[config.mk]
export PLATFORM = sky130hd
export DESIGN_NAME = pmfc_power_regs
export DESIGN_NICKNAME = d
export VERILOG_FILES = /design/src/pmfc_pkg.sv /design/src/pmfc_clk_if.sv /design/src/pmfc_clock_select.sv /design/src/pmfc_power_regs.sv
export SDC_FILE = /design/constraint.sdc
export NUM_CORES = 1
export LEC_CHECK = 0
export BUFFER_PORTS_ARGS = -buffer_cell sky130_fd_sc_hd__clkbuf_2
export CAP_MARGIN = 15
export CELL_PAD_IN_SITES_DETAIL_PLACEMENT = 0
export CELL_PAD_IN_SITES_GLOBAL_PLACEMENT = 1
export CORE_MARGIN = 10
export CORE_UTILIZATION = 37
export DETAILED_ROUTE_END_ITERATION = 8
export PLACE_DENSITY_LB_ADDON = 0.1
export SLEW_MARGIN = 0
export SYNTH_ARGS = -nofsm -noshare
export SYNTH_HDL_FRONTEND = slang
export SYNTH_HIERARCHICAL = 1
export SYNTH_SLANG_ARGS = --single-unit
[constraint.sdc]
create_clock -name clk_sys -period 1.62 [get_ports clk_sys]
set_input_delay 0.324 -clock clk_sys [delete_from_list [all_inputs] [get_ports clk_sys]]
set_output_delay 0.324 -clock clk_sys [all_outputs]
set_load 0.05 [all_outputs]
[src/pmfc_pkg.sv]
// Constants shared by the power-management and queue-count register block.
// Assumes a 50 MHz system clock and an 8-bit register address space.
package pmfc_pkg;

  // Register offsets
  localparam logic [7:0] PWR1_OFFSET      = 8'h6B;
  localparam logic [7:0] PWR2_OFFSET      = 8'h6C;
  localparam logic [7:0] CNT_HIGH_OFFSET  = 8'h72;
  localparam logic [7:0] CNT_LOW_OFFSET   = 8'h73;

  // First power register fields
  localparam int         RESTORE_BIT      = 7;
  localparam int         SLEEP_BIT        = 6;
  localparam int         CYCLE_BIT        = 5;
  localparam int         STANDBY_BIT      = 4;
  localparam int         THERMAL_OFF_BIT  = 3;
  localparam int         CLOCK_SOURCE_SELECT_LSB       = 0;
  localparam int         CLOCK_SOURCE_SELECT_W         = 3;

  // Second power register fields
  localparam int         QUEUE_WAKE_BIT   = 7;
  localparam int         ACCEL_OFF_LSB    = 3;
  localparam int         RATE_OFF_LSB     = 0;
  localparam int         AXES             = 3;

  // Reset values
  localparam logic [7:0] PWR1_RESET_VAL   = 8'h01;
  localparam logic [7:0] PWR2_RESET_VAL   = 8'h00;

  // Clock selector codes
  localparam logic [2:0] CLK_OSC_LOW      = 3'h0;
  localparam logic [2:0] CLK_OSC_HIGH     = 3'h6;
  localparam logic [2:0] CLK_STOP         = 3'h7;

  // Queue byte count
  localparam int         COUNT_W          = 13;
  localparam int         COUNT_HIGH_W     = 5;

  // Timing
  localparam int         CLK_FREQ_MHZ     = 50;
  localparam int         RESTORE_TIME_NS  = 100;
  localparam int         RESTORE_CYCLES   = (RESTORE_TIME_NS * CLK_FREQ_MHZ + 999) / 1000;
  localparam int         RESTORE_CNT_W    = 4;

  typedef enum logic [1:0]
  {
    CYC_OFF,
    CYC_SLEEP,
    CYC_SAMPLE
  } pmfc_cycle_e;

endpackage : pmfc_pkg

[src/pmfc_clk_if.sv]
// Carrier between the register block and its clock-source selector.
// Assumes both ends sit on the same system clock.
`timescale 1ns/1ps
`default_nettype none
interface pmfc_clk_if;
  logic [2:0] clkCode;
  logic       pllReady;
  logic       runOnPll;
  logic       runOnOsc;
  logic       clockStopped;

  modport regs
  (
    output clkCode,
    output pllReady,
    input  runOnPll,
    input  runOnOsc,
    input  clockStopped
  );

  modport sel
  (
    input  clkCode,
    input  pllReady,
    output runOnPll,
    output runOnOsc,
    output clockStopped
  );
endinterface : pmfc_clk_if
`default_nettype wire

[src/pmfc_clock_select.sv]
// Clock-source selector driven by the three-bit selector field.
// Assumes a synchronous pllReady level from the PLL.
`timescale 1ns/1ps
`default_nettype none
module pmfc_clock_select
(
  // Clock and reset
  input  wire logic clk_sys,
  input  wire logic sys_rst,
  // Selector link
  pmfc_clk_if.sel   clkIf
);
  import pmfc_pkg::*;

  logic runOnPll_d;
  logic runOnPll_q;
  logic runOnOsc_d;
  logic runOnOsc_q;
  logic stopped_d;
  logic stopped_q;

  always_comb
  begin
    runOnPll_d = 1'b0;
    runOnOsc_d = 1'b0;
    stopped_d  = 1'b0;
    case (clkIf.clkCode)
      CLK_OSC_LOW, CLK_OSC_HIGH:
        runOnOsc_d = 1'b1;
      CLK_STOP:
        stopped_d = 1'b1;
      default:
      begin
        // Falls back to the oscillator until the PLL locks
        runOnPll_d = clkIf.pllReady;
        runOnOsc_d = !clkIf.pllReady;
      end
    endcase
  end

  always_ff @(posedge clk_sys)
  begin
    if (sys_rst)
    begin
      runOnPll_q <= 1'b0;
      runOnOsc_q <= 1'b1;
      stopped_q  <= 1'b0;
    end
    else
    begin
      runOnPll_q <= runOnPll_d;
      runOnOsc_q <= runOnOsc_d;
      stopped_q  <= stopped_d;
    end
  end

  assign clkIf.runOnPll     = runOnPll_q;
  assign clkIf.runOnOsc     = runOnOsc_q;
  assign clkIf.clockStopped = stopped_q;

  chk_osc_codes_select: assert property (@(posedge clk_sys) disable iff (sys_rst)
    (clkIf.clkCode == 3'h0 || clkIf.clkCode == 3'h6) |=> runOnOsc_q && !runOnPll_q)
    else $error("Oscillator code did not select the oscillator");

  chk_auto_pll_choice: assert property (@(posedge clk_sys) disable iff (sys_rst)
    (clkIf.clkCode >= 3'h1 && clkIf.clkCode <= 3'h5)
      |=> (runOnPll_q == $past(clkIf.pllReady)) && (runOnOsc_q != runOnPll_q))
    else $error("Automatic code chose the wrong source");

  chk_stop_holds_timing: assert property (@(posedge clk_sys) disable iff (sys_rst)
    (clkIf.clkCode == 3'h7) |=> stopped_q && !runOnOsc_q && !runOnPll_q)
    else $error("Stop code left a clock running");

endmodule : pmfc_clock_select
`default_nettype wire

[src/pmfc_power_regs.sv]
// Power-management and queue byte-count registers of a motion sensor.
// Assumes single-cycle read/write strobes from the serial register port,
// a 13-bit byte count from the queue, and a wake tick from the rate generator.
// What this block does
// - Writing one to the restore bit resets both power registers to defaults, then the bit self-clears.
// - Sleep bit puts the chip to sleep; resets to zero.
// - Cycle bit without sleep or standby alternates sleeping and one accel sample.
// - Cycling with all accel axes off wakes on schedule but takes no sample.
// - Gyro standby keeps drive and PLL running, sense paths off.
// - Thermal off bit turns the temperature sensor off.
// - Selector codes 0 and 6 pick the internal oscillator.
// - Codes 1 to 5 pick the PLL when ready, else the oscillator.
// - Code 7 stops the clock and holds the timing generator in reset.
// - Selector field resets to 001, automatic source choice.
// - Queue-in-wake-mode bit enables the queue during motion wake; resets zero.
// - Second register bits 5..3 switch off X, Y, Z accel axes.
// - Second register bits 2..0 switch off X, Y, Z gyro axes.
// - Count high shows count bits 12..8 in 4..0; bits 7..5 reserved.
// - Count low shows count bits 7..0.
// - Reading count high snapshots the whole count for both bytes.
`timescale 1ns/1ps
`default_nettype none
module pmfc_power_regs
(
  // Clock and reset
  input  wire  logic                         clk_sys,
  input  wire  logic                         sys_rst,
  // Register port
  input  wire  logic [7:0]                   regAddr,
  input  wire  logic                         regWrEn,
  input  wire  logic [7:0]                   regWrData,
  input  wire  logic                         regRdEn,
  output logic       [7:0]                   regRdData,
  output logic                               regRdValid,
  // Queue, sampling and PLL status
  input  wire  logic [pmfc_pkg::COUNT_W-1:0] queueByteCount,
  input  wire  logic                         wakeTick,
  input  wire  logic                         sampleDone,
  input  wire  logic                         pllReady,
  // Power controls
  output logic                               deviceRestore,
  output logic                               sleepMode,
  output logic                               cycleWake,
  output logic                               accelSampleStart,
  output logic                               accelActive,
  output logic [pmfc_pkg::AXES-1:0]          accelAxisOn,
  output logic [pmfc_pkg::AXES-1:0]          gyroSenseOn,
  output logic                               gyroDriveOn,
  output logic                               pllEnable,
  output logic                               thermalSensorOn,
  output logic                               queueInWakeModeEnable,
  // Clock source
  output logic                               runOnPll,
  output logic                               runOnOsc,
  output logic                               timingGenReset
);
  import pmfc_pkg::*;

  // Configuration and restore state
  logic [6:0]               pwr1_d;
  logic [6:0]               pwr1_q;
  logic [7:0]               pwr2_d;
  logic [7:0]               pwr2_q;
  logic                     restoreBusy_d;
  logic                     restoreBusy_q;
  logic [RESTORE_CNT_W-1:0] restoreCnt_d;
  logic [RESTORE_CNT_W-1:0] restoreCnt_q;

  // Read path and count snapshot
  logic [7:0]               rdData_d;
  logic [7:0]               rdData_q;
  logic                     rdValid_d;
  logic                     rdValid_q;
  logic [COUNT_W-1:0]       countSnap_d;
  logic [COUNT_W-1:0]       countSnap_q;

  // Cycle sequencer
  pmfc_cycle_e              cycState_d;
  pmfc_cycle_e              cycState_q;
  logic                     cycleWake_d;
  logic                     cycleWake_q;
  logic                     sampleStart_d;
  logic                     sampleStart_q;

  // Registered power enables
  logic [AXES-1:0]          accelOn_d;
  logic [AXES-1:0]          accelOn_q;
  logic [AXES-1:0]          gyroSense_d;
  logic [AXES-1:0]          gyroSense_q;
  logic                     gyroDrive_d;
  logic                     gyroDrive_q;
  logic                     thermalOn_d;
  logic                     thermalOn_q;

  logic                     sleepBit;
  logic                     cycleBit;
  logic                     standbyBit;
  logic                     cycleEnable;
  logic                     anyAccelOn;
  logic                     wrPwr1;
  logic                     restoreReq;

  pmfc_clk_if clkIf ();

  assign sleepBit    = pwr1_q[SLEEP_BIT];
  assign cycleBit    = pwr1_q[CYCLE_BIT];
  assign standbyBit  = pwr1_q[STANDBY_BIT];
  assign cycleEnable = cycleBit && !sleepBit && !standbyBit;
  assign anyAccelOn  = ~&pwr2_q[ACCEL_OFF_LSB +: AXES];
  // Writes landing during a restore are dropped so defaults stay intact
  assign wrPwr1      = regWrEn && !restoreBusy_q && (regAddr == PWR1_OFFSET);
  assign restoreReq  = wrPwr1 && regWrData[RESTORE_BIT];

  // Configuration registers and restore sequence
  always_comb
  begin
    pwr1_d        = pwr1_q;
    pwr2_d        = pwr2_q;
    restoreBusy_d = restoreBusy_q;
    restoreCnt_d  = restoreCnt_q;
    if (restoreBusy_q)
    begin
      if (restoreCnt_q == RESTORE_CNT_W'(1))
        restoreBusy_d = 1'b0;
      restoreCnt_d = restoreCnt_q - RESTORE_CNT_W'(1);
    end
    else if (restoreReq)
    begin
      pwr1_d        = PWR1_RESET_VAL[6:0];
      pwr2_d        = PWR2_RESET_VAL;
      restoreBusy_d = 1'b1;
      restoreCnt_d  = RESTORE_CNT_W'(RESTORE_CYCLES);
    end
    else if (wrPwr1)
      pwr1_d = regWrData[6:0];
    else if (regWrEn && regAddr == PWR2_OFFSET)
      pwr2_d = {regWrData[QUEUE_WAKE_BIT], 1'b0, regWrData[5:0]};
  end

  always_ff @(posedge clk_sys)
  begin
    if (sys_rst)
    begin
      pwr1_q        <= PWR1_RESET_VAL[6:0];
      pwr2_q        <= PWR2_RESET_VAL;
      restoreBusy_q <= 1'b0;
      restoreCnt_q  <= '0;
    end
    else
    begin
      pwr1_q        <= pwr1_d;
      pwr2_q        <= pwr2_d;
      restoreBusy_q <= restoreBusy_d;
      restoreCnt_q  <= restoreCnt_d;
    end
  end

  // Register reads; high read returns the live count and latches it
  always_comb
  begin
    rdData_d    = 8'h00;
    rdValid_d   = regRdEn;
    countSnap_d = countSnap_q;
    if (regRdEn)
    begin
      case (regAddr)
        PWR1_OFFSET:
          rdData_d = {restoreBusy_q, pwr1_q};
        PWR2_OFFSET:
          rdData_d = pwr2_q;
        CNT_HIGH_OFFSET:
        begin
          rdData_d    = {3'h0, queueByteCount[COUNT_W-1 -: COUNT_HIGH_W]};
          countSnap_d = queueByteCount;
        end
        CNT_LOW_OFFSET:
          rdData_d = countSnap_q[7:0];
        default:
          rdData_d = 8'h00;
      endcase
    end
  end

  always_ff @(posedge clk_sys)
  begin
    if (sys_rst)
    begin
      rdData_q    <= 8'h00;
      rdValid_q   <= 1'b0;
      countSnap_q <= '0;
    end
    else
    begin
      rdData_q    <= rdData_d;
      rdValid_q   <= rdValid_d;
      countSnap_q <= countSnap_d;
    end
  end

  // Cycled accelerometer sequencer
  always_comb
  begin
    cycState_d    = cycState_q;
    cycleWake_d   = 1'b0;
    sampleStart_d = 1'b0;
    case (cycState_q)
      CYC_OFF:
        if (cycleEnable)
          cycState_d = CYC_SLEEP;
      CYC_SLEEP:
        if (!cycleEnable)
          cycState_d = CYC_OFF;
        else if (wakeTick)
        begin
          cycleWake_d = 1'b1;
          if (anyAccelOn)
          begin
            sampleStart_d = 1'b1;
            cycState_d    = CYC_SAMPLE;
          end
        end
      CYC_SAMPLE:
        // A sample in flight finishes even if cycling is switched off
        if (sampleDone)
          cycState_d = cycleEnable ? CYC_SLEEP : CYC_OFF;
      default:
        cycState_d = CYC_OFF;
    endcase
  end

  always_ff @(posedge clk_sys)
  begin
    if (sys_rst)
    begin
      cycState_q    <= CYC_OFF;
      cycleWake_q   <= 1'b0;
      sampleStart_q <= 1'b0;
    end
    else
    begin
      cycState_q    <= cycState_d;
      cycleWake_q   <= cycleWake_d;
      sampleStart_q <= sampleStart_d;
    end
  end

  // Power enables of the sensor paths
  always_comb
  begin
    accelOn_d   = ~pwr2_q[ACCEL_OFF_LSB +: AXES] & {AXES{!sleepBit}};
    gyroDrive_d = !sleepBit && !clkIf.clockStopped;
    gyroSense_d = ~pwr2_q[RATE_OFF_LSB +: AXES]
                  & {AXES{gyroDrive_d && !standbyBit}};
    thermalOn_d = !sleepBit && !pwr1_q[THERMAL_OFF_BIT];
  end

  always_ff @(posedge clk_sys)
  begin
    if (sys_rst)
    begin
      accelOn_q   <= '0;
      gyroSense_q <= '0;
      gyroDrive_q <= 1'b0;
      thermalOn_q <= 1'b0;
    end
    else
    begin
      accelOn_q   <= accelOn_d;
      gyroSense_q <= gyroSense_d;
      gyroDrive_q <= gyroDrive_d;
      thermalOn_q <= thermalOn_d;
    end
  end

  assign clkIf.clkCode  = pwr1_q[CLOCK_SOURCE_SELECT_LSB +: CLOCK_SOURCE_SELECT_W];
  assign clkIf.pllReady = pllReady;

  pmfc_clock_select u_clock_select
  (
    .clk_sys (clk_sys),
    .sys_rst (sys_rst),
    .clkIf   (clkIf.sel)
  );

  assign regRdData             = rdData_q;
  assign regRdValid            = rdValid_q;
  assign deviceRestore         = restoreBusy_q;
  assign sleepMode             = sleepBit;
  assign cycleWake             = cycleWake_q;
  assign accelSampleStart      = sampleStart_q;
  assign accelActive           = (cycState_q == CYC_SAMPLE);
  assign accelAxisOn           = accelOn_q;
  assign gyroSenseOn           = gyroSense_q;
  assign gyroDriveOn           = gyroDrive_q;
  assign pllEnable             = gyroDrive_q;
  assign thermalSensorOn       = thermalOn_q;
  assign queueInWakeModeEnable = pwr2_q[QUEUE_WAKE_BIT];
  assign runOnPll              = clkIf.runOnPll;
  assign runOnOsc              = clkIf.runOnOsc;
  assign timingGenReset        = clkIf.clockStopped;

  chk_restore_self_clear: assert property (@(posedge clk_sys) disable iff (sys_rst)
    restoreReq |=> restoreBusy_q[*5] ##1 !restoreBusy_q && pwr1_q == 7'h01 && pwr2_q == 8'h00)
    else $error("Restore did not self-clear with defaults");

  chk_sleep_default: assert property (@(posedge clk_sys)
    sys_rst |=> !sleepMode && pwr1_q[2:0] == 3'h1)
    else $error("Sleep or selector reset value wrong");

  chk_cycle_sample: assert property (@(posedge clk_sys) disable iff (sys_rst)
    (cycState_q == CYC_SLEEP && cycleEnable && wakeTick && anyAccelOn)
      |=> accelSampleStart && cycleWake && accelActive)
    else $error("Cycle wake did not start a sample");

  chk_no_sample_axes_off: assert property (@(posedge clk_sys) disable iff (sys_rst)
    (cycState_q == CYC_SLEEP && cycleEnable && wakeTick && !anyAccelOn)
      |=> cycleWake && !accelSampleStart && !accelActive)
    else $error("Sample taken with every accel axis off");

  chk_standby_drive: assert property (@(posedge clk_sys) disable iff (sys_rst)
    (standbyBit && !sleepBit && !clkIf.clockStopped) |=> gyroDriveOn && gyroSenseOn == 3'h0)
    else $error("Gyro standby power state wrong");

  chk_thermal_off: assert property (@(posedge clk_sys) disable iff (sys_rst)
    pwr1_q[THERMAL_OFF_BIT] |=> !thermalSensorOn)
    else $error("Temperature sensor left on");

  chk_axis_disables: assert property (@(posedge clk_sys) disable iff (sys_rst)
    !sleepBit |=> accelAxisOn == ~$past(pwr2_q[5:3]))
    else $error("Accel axis enables do not follow the register");

  chk_count_snapshot: assert property (@(posedge clk_sys) disable iff (sys_rst)
    (regRdEn && regAddr == CNT_HIGH_OFFSET)
      |=> regRdData[7:5] == 3'h0 && {regRdData[4:0], countSnap_q[7:0]} == countSnap_q)
    else $error("Count high read not coherent with snapshot");

  chk_low_read_stale: assert property (@(posedge clk_sys) disable iff (sys_rst)
    (regRdEn && regAddr == CNT_LOW_OFFSET) |=> $stable(countSnap_q) && regRdData == countSnap_q[7:0])
    else $error("Low count read refreshed the snapshot");

endmodule : pmfc_power_regs
`default_nettype wire

# Word-level counts from Yosys, hierarchy flattened

Cells that the tools add are included.

Register bits: 52
Bits in latches: 0
Memory bits (writable): 0
Bits in read-only memories: 0
Bits of input ports: 36
Logic and storage cells: 93
Memories: 0

Add/subtract/negate cells: 1
$mul: 0
Div/mod/pow operators: 0
Order comparisons: 0
Equal/unequal tests: 14
Shift operators: 0
Mux-type cells: 22
Bitwise gates (word level): 9
Reduce and logical (&&, ||, !) cells: 30

Operators by type and width:

| kind                                                                | count |
|---|---|
| 8-bit by 7-bit == test with 1-bit output (second input constant)    | 4 |
| 8-bit one-hot mux with 4 select lines                               | 1 |
| 8-bit 2-to-1 mux                                                    | 3 |
| 7-bit 2-to-1 mux                                                    | 2 |
| 2-bit 2-to-1 mux                                                    | 5 |
| 1-bit logical AND                                                   | 9 |
| 4-bit 2-to-1 mux                                                    | 2 |
| 4-bit OR reduction                                                  | 2 |
| 1-bit 2-to-1 mux                                                    | 7 |
| 3-bit AND                                                           | 2 |
| 3-bit == test (second input constant)                               | 2 |
| 1-bit logical NOT                                                   | 6 |
| 3-bit != test (second input constant)                               | 2 |
| 3-bit inverter                                                      | 2 |
| 2-bit one-hot mux with 3 select lines                               | 1 |
| 3-bit AND reduction                                                 | 2 |
| 2-bit nonzero test                                                  | 3 |
| 1-bit inverter                                                      | 5 |
| 4-bit by 1-bit == test with 1-bit output (second input constant)    | 1 |
| 2-bit != test (second input constant)                               | 2 |
| 2-bit AND reduction                                                 | 2 |
| 4-bit AND reduction                                                 | 1 |
| 2-bit OR reduction                                                  | 2 |
| 4-bit by 1-bit subtractor with 4-bit output (second input constant) | 1 |
| 7 further kinds                                                     | 7 |

# Logic depth before layout (Yosys ltp)

Gate-level depths: netlist of run 1.

Depth after elaboration: 6
Mapped depth: 6
Mapped depth without buffers: 5

# Cells and area by module

The synthesis of run 1 kept the hierarchy.

Modules (own cells, without submodules):

| module            | times used | cells an instance | area an instance (µm²) | seq. area each (µm²) |
|---|---|---|---|---|
| pmfc_power_regs   | 1          | 219               | 1,998.2                | 960.9 |
| pmfc_clock_select | 1          | 10                | 117.6                  | 60.1 |

# Least setup slack after synthesis of run 1

Ideal clock, no wire load.

Path type: reg2reg
From: reg restoreBusy_q, in the netlist deviceRestore
To: reg restoreCnt_q[0]
Data arrival time: 1,624 ps
Required time: 1,485 ps
Slack: -139 ps
Stages on the path, launching flop included: 7
Buffers on the path: 2
Period minus slack after synthesis: 1,759 ps
Cell sequence: dfxtp_1 > buf_2 > nor2b_1 > and4_4 > buf_6 > a211oi_1 > a211oi_2

Cells in the longest elaborated chain, start to end: 5
Elaborated cells between the ends (all ways): 6
Those cells by class: 1 x mux; 5 x reduce/logical

Ends and longest elaborated chain:

| item                            | RTL line               | source |
|---|---|---|
| start: declaration              | pmfc_power_regs.sv:65  | `logic restoreBusy_q;` |
| start signal: assignment        | pmfc_power_regs.sv:153 | `restoreBusy_q <= restoreBusy_d;` |
| 1-bit logical NOT               | pmfc_power_regs.sv:111 | `assign wrPwr1 = regWrEn && !restoreBusy_q && (regAddr == PWR1_OFFSET);` |
| 1-bit logical AND (2 in series) | pmfc_power_regs.sv:111 |  |
| 1-bit logical AND               | pmfc_power_regs.sv:112 | `assign restoreReq = wrPwr1 && regWrData[RESTORE_BIT];` |
| 2-bit nonzero test (no line)    | --                     |  |
| end signal: assignment          | pmfc_power_regs.sv:154 | `restoreCnt_q <= restoreCnt_d;` |
| end: declaration                | pmfc_power_regs.sv:67  | `logic [RESTORE_CNT_W-1:0] restoreCnt_q;` |

Several ways; a longest one is shown, not always the timed one.
A chain may end at the register's enable or synchronous reset.

# Worst setup path in the final report of run 1

From: reg cycState_q[1]
To: out accelActive

Cells in the longest elaborated chain, start to end: 1

Ends and longest elaborated chain:

| item                     | RTL line               | source |
|---|---|---|
| start: declaration       | pmfc_power_regs.sv:79  | `pmfc_cycle_e cycState_q;` |
| start signal: assignment | pmfc_power_regs.sv:241 | `cycState_q <= cycState_d;` |
| 2-bit == test            | pmfc_power_regs.sv:291 | `assign accelActive = (cycState_q == CYC_SAMPLE);` |
| end: declaration         | pmfc_power_regs.sv:45  | `output logic accelActive,` |

No other way between the ends.

==> results of run 1 <==
-- worst paths after layout --
kind                                                     start                    endpoint  slack (ns)  cells past startpoint
setup / recovery                    cycState_q[1]$_SDFFE_PP0P_                 accelActive        0.13                      2
hold / removal                                        wakeTick        cycleWake$_SDFF_PP0_        0.24                      3
setup reg to reg                        pwr1_q[4]$_SDFFE_PP0P_  cycState_q[1]$_SDFFE_PP0P_        0.23                      4
hold reg to reg   u_clock_select/clkIf.clockStopped$_SDFF_PP0_      gyroDriveOn$_SDFF_PP0_        0.44                      1
-- placed cells by master, fill, tap and decap left out, types with 3 or more instances in the layout --
cell type,n
clkbuf_2,62
dfxtp_1,50
a21oi_1,22
nor2_1,21
nand2_1,21
nand3_1,15
and3_1,11
buf_4,11
o21ai_0,7
inv_1,6
nor2b_1,6
a22oi_1,6
mux2i_1,5
clkbuf_8,5
and3b_1,3
-- worst max-delay path: stages, from the launching register on --
cell and delay [ns]:
dfxtp_1 0.37, nor2b_1 0.18, clkbuf_2 0.30
-- stage by stage --
stage / total power [mW] / util, % / setup slack [ns] / hold slack [ns]
3_5_place_dp: 1.51 / 45.9 / 0.0419 / 0.438
2_1_floorplan: 1.42 / - / 0.0369 / 0.395
3_3_place_gp: 1.51 / 45.9 / 0.0584 / 0.435
6_report: 2.21 / 47.5 / 0.134 / 0.243
4_1_cts: 2.24 / 47.5 / 0.129 / 0.243
5_1_grt: 2.32 / 47.5 / 0.0785 / 0.245
-- flip-flops by register name, summed over array words and instances (netlist names) --
| register | count |
|---|---|
| accelSampleStart | 1 |
| cycleWake | 1 |
| pwr1_q | 7 |
| regRdData | 8 |
| deviceRestore | 1 |
| regRdValid | 1 |
| countSnap_q | 8 |
| cycState_q | 2 |
| accelAxisOn | 3 |
| gyroSenseOn | 3 |
| pwr2_q | 7 |
| thermalSensorOn | 1 |
| u_clock_select/clkIf.runOnPll | 1 |
| restoreCnt_q | 4 |
| u_clock_select/clkIf.clockStopped | 1 |
| u_clock_select/clkIf.runOnOsc | 1 |
| gyroDriveOn | 1 |
-- cell families (layout without fill, tap and decap cells) --
kind of cell,Yosys count,count (layout)
xor+xnor,2,2
compound gates,52,52
mux,5,5
simple gates,96,96
flops,51,51
buf+inv,21,89
fa+ha+maj,2,2
-- final cells by class --
cell class,count,share of cell area (%)
inverter,7,0.999
clock inverter,3,0.761
sequential,51,38.8
clock buffer,5,2.62
tap,72,3.42
timing repair buffer,74,15.7
multi-input combinational,157,37.7
-- power by group through the flow --
stage	clock, mW	combinational (mW)	sequential, mW
finish	0.731	0.208	1.27
global route	0.820	0.227	1.27
CTS	0.756	0.211	1.27
detailed placement	0	0.210	1.30
global placement	0	0.211	1.30
floorplan	0	0.0676	1.35
-- routing by layer --
layer | GRT usage (%) | vias up | share of wire, %
li1 | - | 943 | -
met1 | 16.6 | 836 | 46
met2 | 18.8 | 54 | 45
met3 | 4.40 | 5 | 7.6
met4 | 3.69 | 0 | 1.1
met5 | 0 | - | 0
==> results.toml, run 1 <==
[final_layout]
final_layout_size_suffix_gt1_share_pct = 32.7
layoutNonFillerInstCount = 369
n_antenna_cell = 0
fillers = 590
design_area_um2 = 2630
area_delta_synth_final_pct = 24.4
seqCellArea_um2 = 1020
multiInputGateArea_um2 = 991
fin_nets = 334

[timing]
fin_skew_ns = 0.00721
max_slew_margin_pct = 75.8
rsz0062_at_grt = "false"
fmax_ghz = 0.673
period_share_pct = 91.7
finalSetupTns_ns = 0
period_needed_ns = 1.49
finalMaxSlewViolations = 0
setup_viol = 0
worst_pin_slew_ns = 0.361
hold_viol = 0

[yosys]
async_flop_share_pct = 0
synth_edf_count = 0
yosys-mux-area-fraction_pct = 2.37
synth-simple-area-share_pct = 25.7
synth_top_family_by_area = "simple AND/OR/NAND/NOR gates"
synthCells = 229
synth_flop_cell = "dfxtp_1"
synth_xor_area_share_pct = 0.828
synth_top_area_share_pct = 48.3
synthAdderAreaFrac_pct = 1.18
syn_area_per_cell_um2 = 9.24
synth-seq-cells = 51
synth_seq_area_share_pct = 48.3
synth_top_area_cell = "dfxtp_1"
synth_compound_area_share_pct = 16.8
synth_warnings = 6
netlist_top_cells_count = "51 x dfxtp_1, 22 x a21oi_1, 21 x nand2_1, 21 x nor2_1, 15 x nand3_1"
synthMostInstantiatedCell = "dfxtp_1"
synth_fp_nets = 267
syn-cell-area_um2 = 2120
synth_cell_type_count = 51
synth_area_leaders = "dfxtp_1 48%, a21oi_1 5.2%, nand2_1 3.7%, nor2_1 3.7%, nand3_1 3.5%"

[job]
cap_violations = 0

[detailed_routing]
first_iter_violations = 65
vias = 1838
final_antenna_net_count = 0
wl_per_cell_um = 15.1
first_pass_iters = 4
wl_um = 5560
drc_errors = 0
vias_per_cell = 4.98

[critical_path]
worstPathArrival_ns = 1.16
crit_fanout = 3
required_ns = 1.30
criticalPathCategory = "reg2out"
worstSetupStartpointType = "register"
cp-end-kind = "output port"

[die]
die_w_um = 95.6
die_area_um2 = 9140
die_height_um = 95.6
num_io_pins = 63
rows = 27
initial_utilization_pct = 38.2
core_um2 = 5540

[clocking]
cts_buffers = 5
cts_sinks = 51
cts_tree = "done"
cts.path.max_buffers = 2
hold_buffers = 0
root_buffer = "clkbuf_8"
postCtsSetupRepairBufs = 0
htree_levels = 2
path_clk_slew_ns = 0.10
worstSkewPairLatency_ns = 0.31
ctsResizeCount = 0

[pwr]
switching_share_pct = 25.8
p_int_mw = 1.64
max-vdd-ir-drop_mv = 0.349
cellPowerDensity_nw_per_um2 = 841
leakage_nw = 1.14
power.share.clock_pct = 33.0
p_comb_share_pct = 9.4
pwr-share-seq_pct = 57.5
p_switching_mw = 0.571

[placed_design]
place_congestion = 0.827
dp_cells = 361
place_area_um2 = 2540
dpl.hpwl_um = 4370
io_buffers = 62

[global_routing]
grt_max_degree = 17
antenna_found_initial = 0
grt_overflow = 0
first_global_vias = 1846
grt_pass1_wl_um = 9140
gr-usage-all-layers_pct = 12.6

[min_path]
holdCritPathClass = "in2reg"

[run_status]
status = "finished, final reports clean"
(Power assumes the default switching activity.)
==> run 2: changes to the inputs <==
Settings changed: MAX_ROUTING_LAYER set to met4.
==> results.toml, run 2 (same netlist as run 1, synthesis figures left out) <==
[final_layout]
seqCellArea_um2 = 1020
final_util_pct = 47.5
most-common-layout-cells = "62 x clkbuf_2, 50 x dfxtp_1, 22 x a21oi_1"
area_delta_synth_final_pct = 24.4
multiInputGateArea_um2 = 991
final_layout_size_suffix_gt1_share_pct = 32.7
final_common_cell = "clkbuf_2"
n_antenna_cell = 0
fillers = 590
design_area_um2 = 2630
fin_nets = 334

[clocking]
hold_buffers = 0
cts_sinks = 51
postCtsSetupRepairBufs = 0
path_clk_slew_ns = 0.10
cts_buffers = 5
cts.path.max_buffers = 2
root_buffer = "clkbuf_8"
cts_tree = "done"
htree_levels = 2
worstSkewPairLatency_ns = 0.31
ctsResizeCount = 0

[die]
die_w_um = 95.6
die_height_um = 95.6
core_um2 = 5540
rows = 27
num_io_pins = 63
initial_utilization_pct = 38.2
die_area_um2 = 9140

[detailed_routing]
vias = 1835
vias_per_cell = 4.97
first_pass_iters = 4
wl_um = 5560
final_antenna_net_count = 0
wl_per_cell_um = 15.1
first_iter_violations = 56
drc_errors = 0

[timing]
setup_ws_ns = 0.134
rsz0062_at_grt = "false"
setup_viol = 0
holdWs_ns = 0.243
fin_skew_ns = 0.00719
max_slew_margin_pct = 75.8
period_needed_ns = 1.49
finalMaxSlewViolations = 0
period_share_pct = 91.7
fmax_ghz = 0.673
worst_pin_slew_ns = 0.361
hold_viol = 0
finalSetupTns_ns = 0

[critical_path]
criticalPathCategory = "reg2out"
worstPathArrival_ns = 1.16
slowest_stage = "dfxtp_1"
required_ns = 1.30
worstSetupStartpointType = "register"
critPathMaxStageDelay_ns = 0.37
crit_fanout = 3
cp-end-kind = "output port"
worstPathCellList = "nor2b_1, clkbuf_2"

[pwr]
leakage_nw = 1.14
cellPowerDensity_nw_per_um2 = 841
max-vdd-ir-drop_mv = 0.349

[global_routing]
grt_pass1_wl_um = 9110
grt_max_degree = 17
grt_overflow = 0
first_global_vias = 1846
antenna_found_initial = 0
gr-usage-all-layers_pct = 12.9

[job]
cap_violations = 0

[placed_design]
place_congestion = 0.839
io_buffers = 62
pre_cts_slack_ns = 0.0419
place_area_um2 = 2540
dpl.hpwl_um = 4370

[min_path]
holdCritPathClass = "in2reg"

[run_status]
status = "finished, final reports clean"
## run 2: cell counts in the layout (fill, tap and decap cells not counted)
No cell type changed its count.
## run 2: metrics by stage
stage	power (mW)	instances
finish	2.21	369
global route	2.32	369
CTS	2.24	369
detailed placement	1.51	361
global placement	1.51	361
floorplan	1.42	229
## run 2: layer usage
layer | vias to the layer above | GRT usage [%] | share of wire (%)
met2 | 50 | 18.8 | 45
met4 | 0 | 3.69 | 1.2
li1 | 943 | - | -
met5 | - | - | 0
met3 | 5 | 3.22 | 5.4
met1 | 837 | 17.2 | 48
## run 2: path summary, 6_finish.rpt
kind                                                                    from                         end  slack, ns  cells after the start
worst min-delay path                                                wakeTick        cycleWake$_SDFF_PP0_       0.24                      3
worst max-delay path                              cycState_q[1]$_SDFFE_PP0P_                 accelActive       0.13                      2
worst min register to register  u_clock_select/clkIf.clockStopped$_SDFF_PP0_      gyroDriveOn$_SDFF_PP0_       0.44                      1
worst max register to register                        pwr1_q[4]$_SDFFE_PP0P_  cycState_q[1]$_SDFFE_PP0P_       0.22                      4
## run 2: worst max-delay path, delay by kind of cell, from the launching register on
kind	cells	cell delay, ns
flip-flops	1	0.37
buffers and inverters	1	0.30
AND/OR/NAND/NOR	1	0.18
## run 2: power by group
group          switching (mW)  internal [mW]  total (mW)
registers             0.00462           1.27        1.27
logic                   0.137         0.0713       0.208
clock network           0.430          0.301       0.731
total                   0.572           1.64        2.21
## run 2: final cells by class
class	count	share of cell area, %
flip-flops and latches	51	38.8
well taps	72	3.42
clock buffers	5	2.62
repair buffers	74	15.7
inverters	7	0.999
clock inverters	3	0.761
multi-input cells	157	37.7
==> run 3: changes to the inputs <==
Settings changed: CORE_ASPECT_RATIO set to 0.6, GPL_TIMING_DRIVEN set to 0, RECOVER_POWER set to 25.
==> results.toml, run 3 (same netlist as run 1, synthesis figures left out) <==
[critical_path]
r2r_slack_ns = 0.12
criticalPathCategory = "reg2reg"
slowest_stage = "dfxtp_2"
crit_fanout = 10
reg2reg_from = "deviceRestore$_SDFF_PP0_"
worstPathArrival_ns = 1.69
critPathTopFamily = "compound AO/OA/AOI/OAI gates"
rr_endpoint = "pwr2_q[0]$_SDFFE_PP0P_"
ff2ff_path_depth = 5
critPathBufInv = 1
critPathMaxStageDelay_ns = 0.33
worstPathCellList = "buf_2, nor2b_4, nand4_4, o21ai_4, o32ai_1"
required_ns = 1.81
cp.depth = 5
cp-end-kind = "register"
worstSetupStartpointType = "register"

[global_routing]
grt_pass1_wl_um = 9520
antenna_found_initial = 0
grt_max_degree = 18
first_global_vias = 1819
grt_overflow = 0
gr-usage-all-layers_pct = 12.9

[final_layout]
most-common-layout-cells = "53 x clkbuf_2, 50 x dfxtp_1, 22 x a21oi_1"
design_area_um2 = 2640
final_common_cell = "clkbuf_2"
fin_nets = 335
final_layout_size_suffix_gt1_share_pct = 27.5
area_delta_synth_final_pct = 25.0
n_antenna_cell = 0

[detailed_routing]
vias_per_cell = 4.89
wl_per_cell_um = 15.6
final_antenna_net_count = 0
drc_errors = 0
wl_um = 5910
first_iter_violations = 93
vias = 1847
first_pass_iters = 4

[timing]
fin_skew_ns = 0.00394
period_needed_ns = 1.50
hold_viol = 0
worst_pin_slew_ns = 0.605
setup_ws_ns = 0.121
max_slew_margin_pct = 59.7
fmax_ghz = 0.667
rsz0062_at_grt = "false"
setup_viol = 0
period_share_pct = 92.5
holdWs_ns = 0.241
finalMaxSlewViolations = 0

[die]
core_um2 = 5540
die_height_um = 78.6
rows = 21
initial_utilization_pct = 38.2
die_area_um2 = 9240
die_w_um = 118
num_io_pins = 63

[clocking]
root_buffer = "clkbuf_8"
postCtsSetupRepairBufs = 0
cts_tree = "done"
cts.path.max_buffers = 2
htree_levels = 2
cts_sinks = 51
path_clk_slew_ns = 0.10
cts_buffers = 5
worstSkewPairLatency_ns = 0.30
hold_buffers = 0

[placed_design]
io_buffers = 61
place_area_um2 = 2520
dpl.hpwl_um = 4620
place_congestion = 0.790
pre_cts_slack_ns = -0.148

[pwr]
power.share.clock_pct = 38.4
leakage_nw = 1.13
p_switching_mw = 0.609
max-vdd-ir-drop_mv = 0.367
p_int_mw = 1.80
pwr-share-seq_pct = 52.8
p_comb_share_pct = 8.8
cellPowerDensity_nw_per_um2 = 913
switching_share_pct = 25.3

[job]
cap_violations = 0

[min_path]
holdCritPathClass = "in2reg"
min_delay_worst_endpoint = "countSnap_q[5]$_SDFFE_PP0P_"
min_from = "queueByteCount[5]"
holdPathStages = 3

[run_status]
status = "finished, final reports clean"
-- run 3: cell count changes in the layout (fill, tap and decap cells not counted), sizes merged --
cell      delta
clkinvlp     -2
buf          -5
clkbuf       +6
inv          +1
bufinv       +1
-- run 3: per-stage QoR --
| stage | util (%) | setup TNS, ns | power [mW] | cells |
|---|---|---|---|---|
| 4_1_cts | 48.0 | 0 | 2.43 | 378 |
| 2_1_floorplan | - | 0 | 1.42 | 229 |
| 6_report | 47.7 | 0 | 2.41 | 378 |
| 3_5_place_dp | 45.5 | -1.82 | 1.51 | 370 |
| 3_3_place_gp | 45.5 | -1.87 | 1.51 | 370 |
| 5_1_grt | 47.7 | 0 | 2.50 | 378 |
-- run 3: worst max path at each step --
stage	from	end	slack, ns
2_1_floorplan	deviceRestore$_SDFF_PP0_	restoreCnt_q[0]$_SDFFE_PP0P_	0.04
4_1_cts	deviceRestore$_SDFF_PP0_	pwr2_q[0]$_SDFFE_PP0P_	0.04
6_report	deviceRestore$_SDFF_PP0_	pwr2_q[0]$_SDFFE_PP0P_	0.12
5_1_grt	regAddr[7]	countSnap_q[7]$_SDFFE_PP0P_	0.006
3_5_place_dp	regAddr[0]	pwr2_q[7]$_SDFFE_PP0P_	-0.15
3_3_place_gp	regAddr[7]	countSnap_q[6]$_SDFFE_PP0P_	-0.16
-- run 3: area by class of cell --
cell class | count | area (µm²)
inverter | 7 | 26.3
clock inverter | 3 | 47.5
timing repair buffer | 61 | 294
multi-input combinational | 157 | 1010
tap | 80 | 100
clock buffer | 5 | 68.8
buffer | 14 | 77.6
sequential | 51 | 1020
fill | 585 | 2900
-- run 3: what timing repair did --
action,in CTS,in global routing
endpoints found under the hold margin,0,0
gates resized for setup,3,1
endpoints found under the setup margin,8,7
pin swaps,1,0
-- run 3: per-layer routing --
| metal | share of wire, % | track usage, % |
|---|---|---|
| met5 | 0 | - |
| met4 | 0.27 | 2.46 |
| met3 | 6.9 | 4.07 |
| met2 | 37 | 16.6 |
| met1 | 56 | 18.7 |
-- run 3: power by group through the flow --
stage                     Combinational [mW]  Clock [mW]  Sequential [mW]
final                                  0.213       0.927             1.27
after global routing                   0.231       0.990             1.28
after CTS                              0.215       0.943             1.27
after detailed placement               0.211           0             1.30
after global placement                 0.211           0             1.30
after floorplan                       0.0676           0             1.35
-- run 3: worst reg2reg max path, stage by stage, from the launching register on --
cell	delay [ns]
dfxtp_2	0.33
buf_2	0.19
nor2b_4	0.21
nand4_4	0.22
o21ai_4	0.32
o32ai_1	0.13
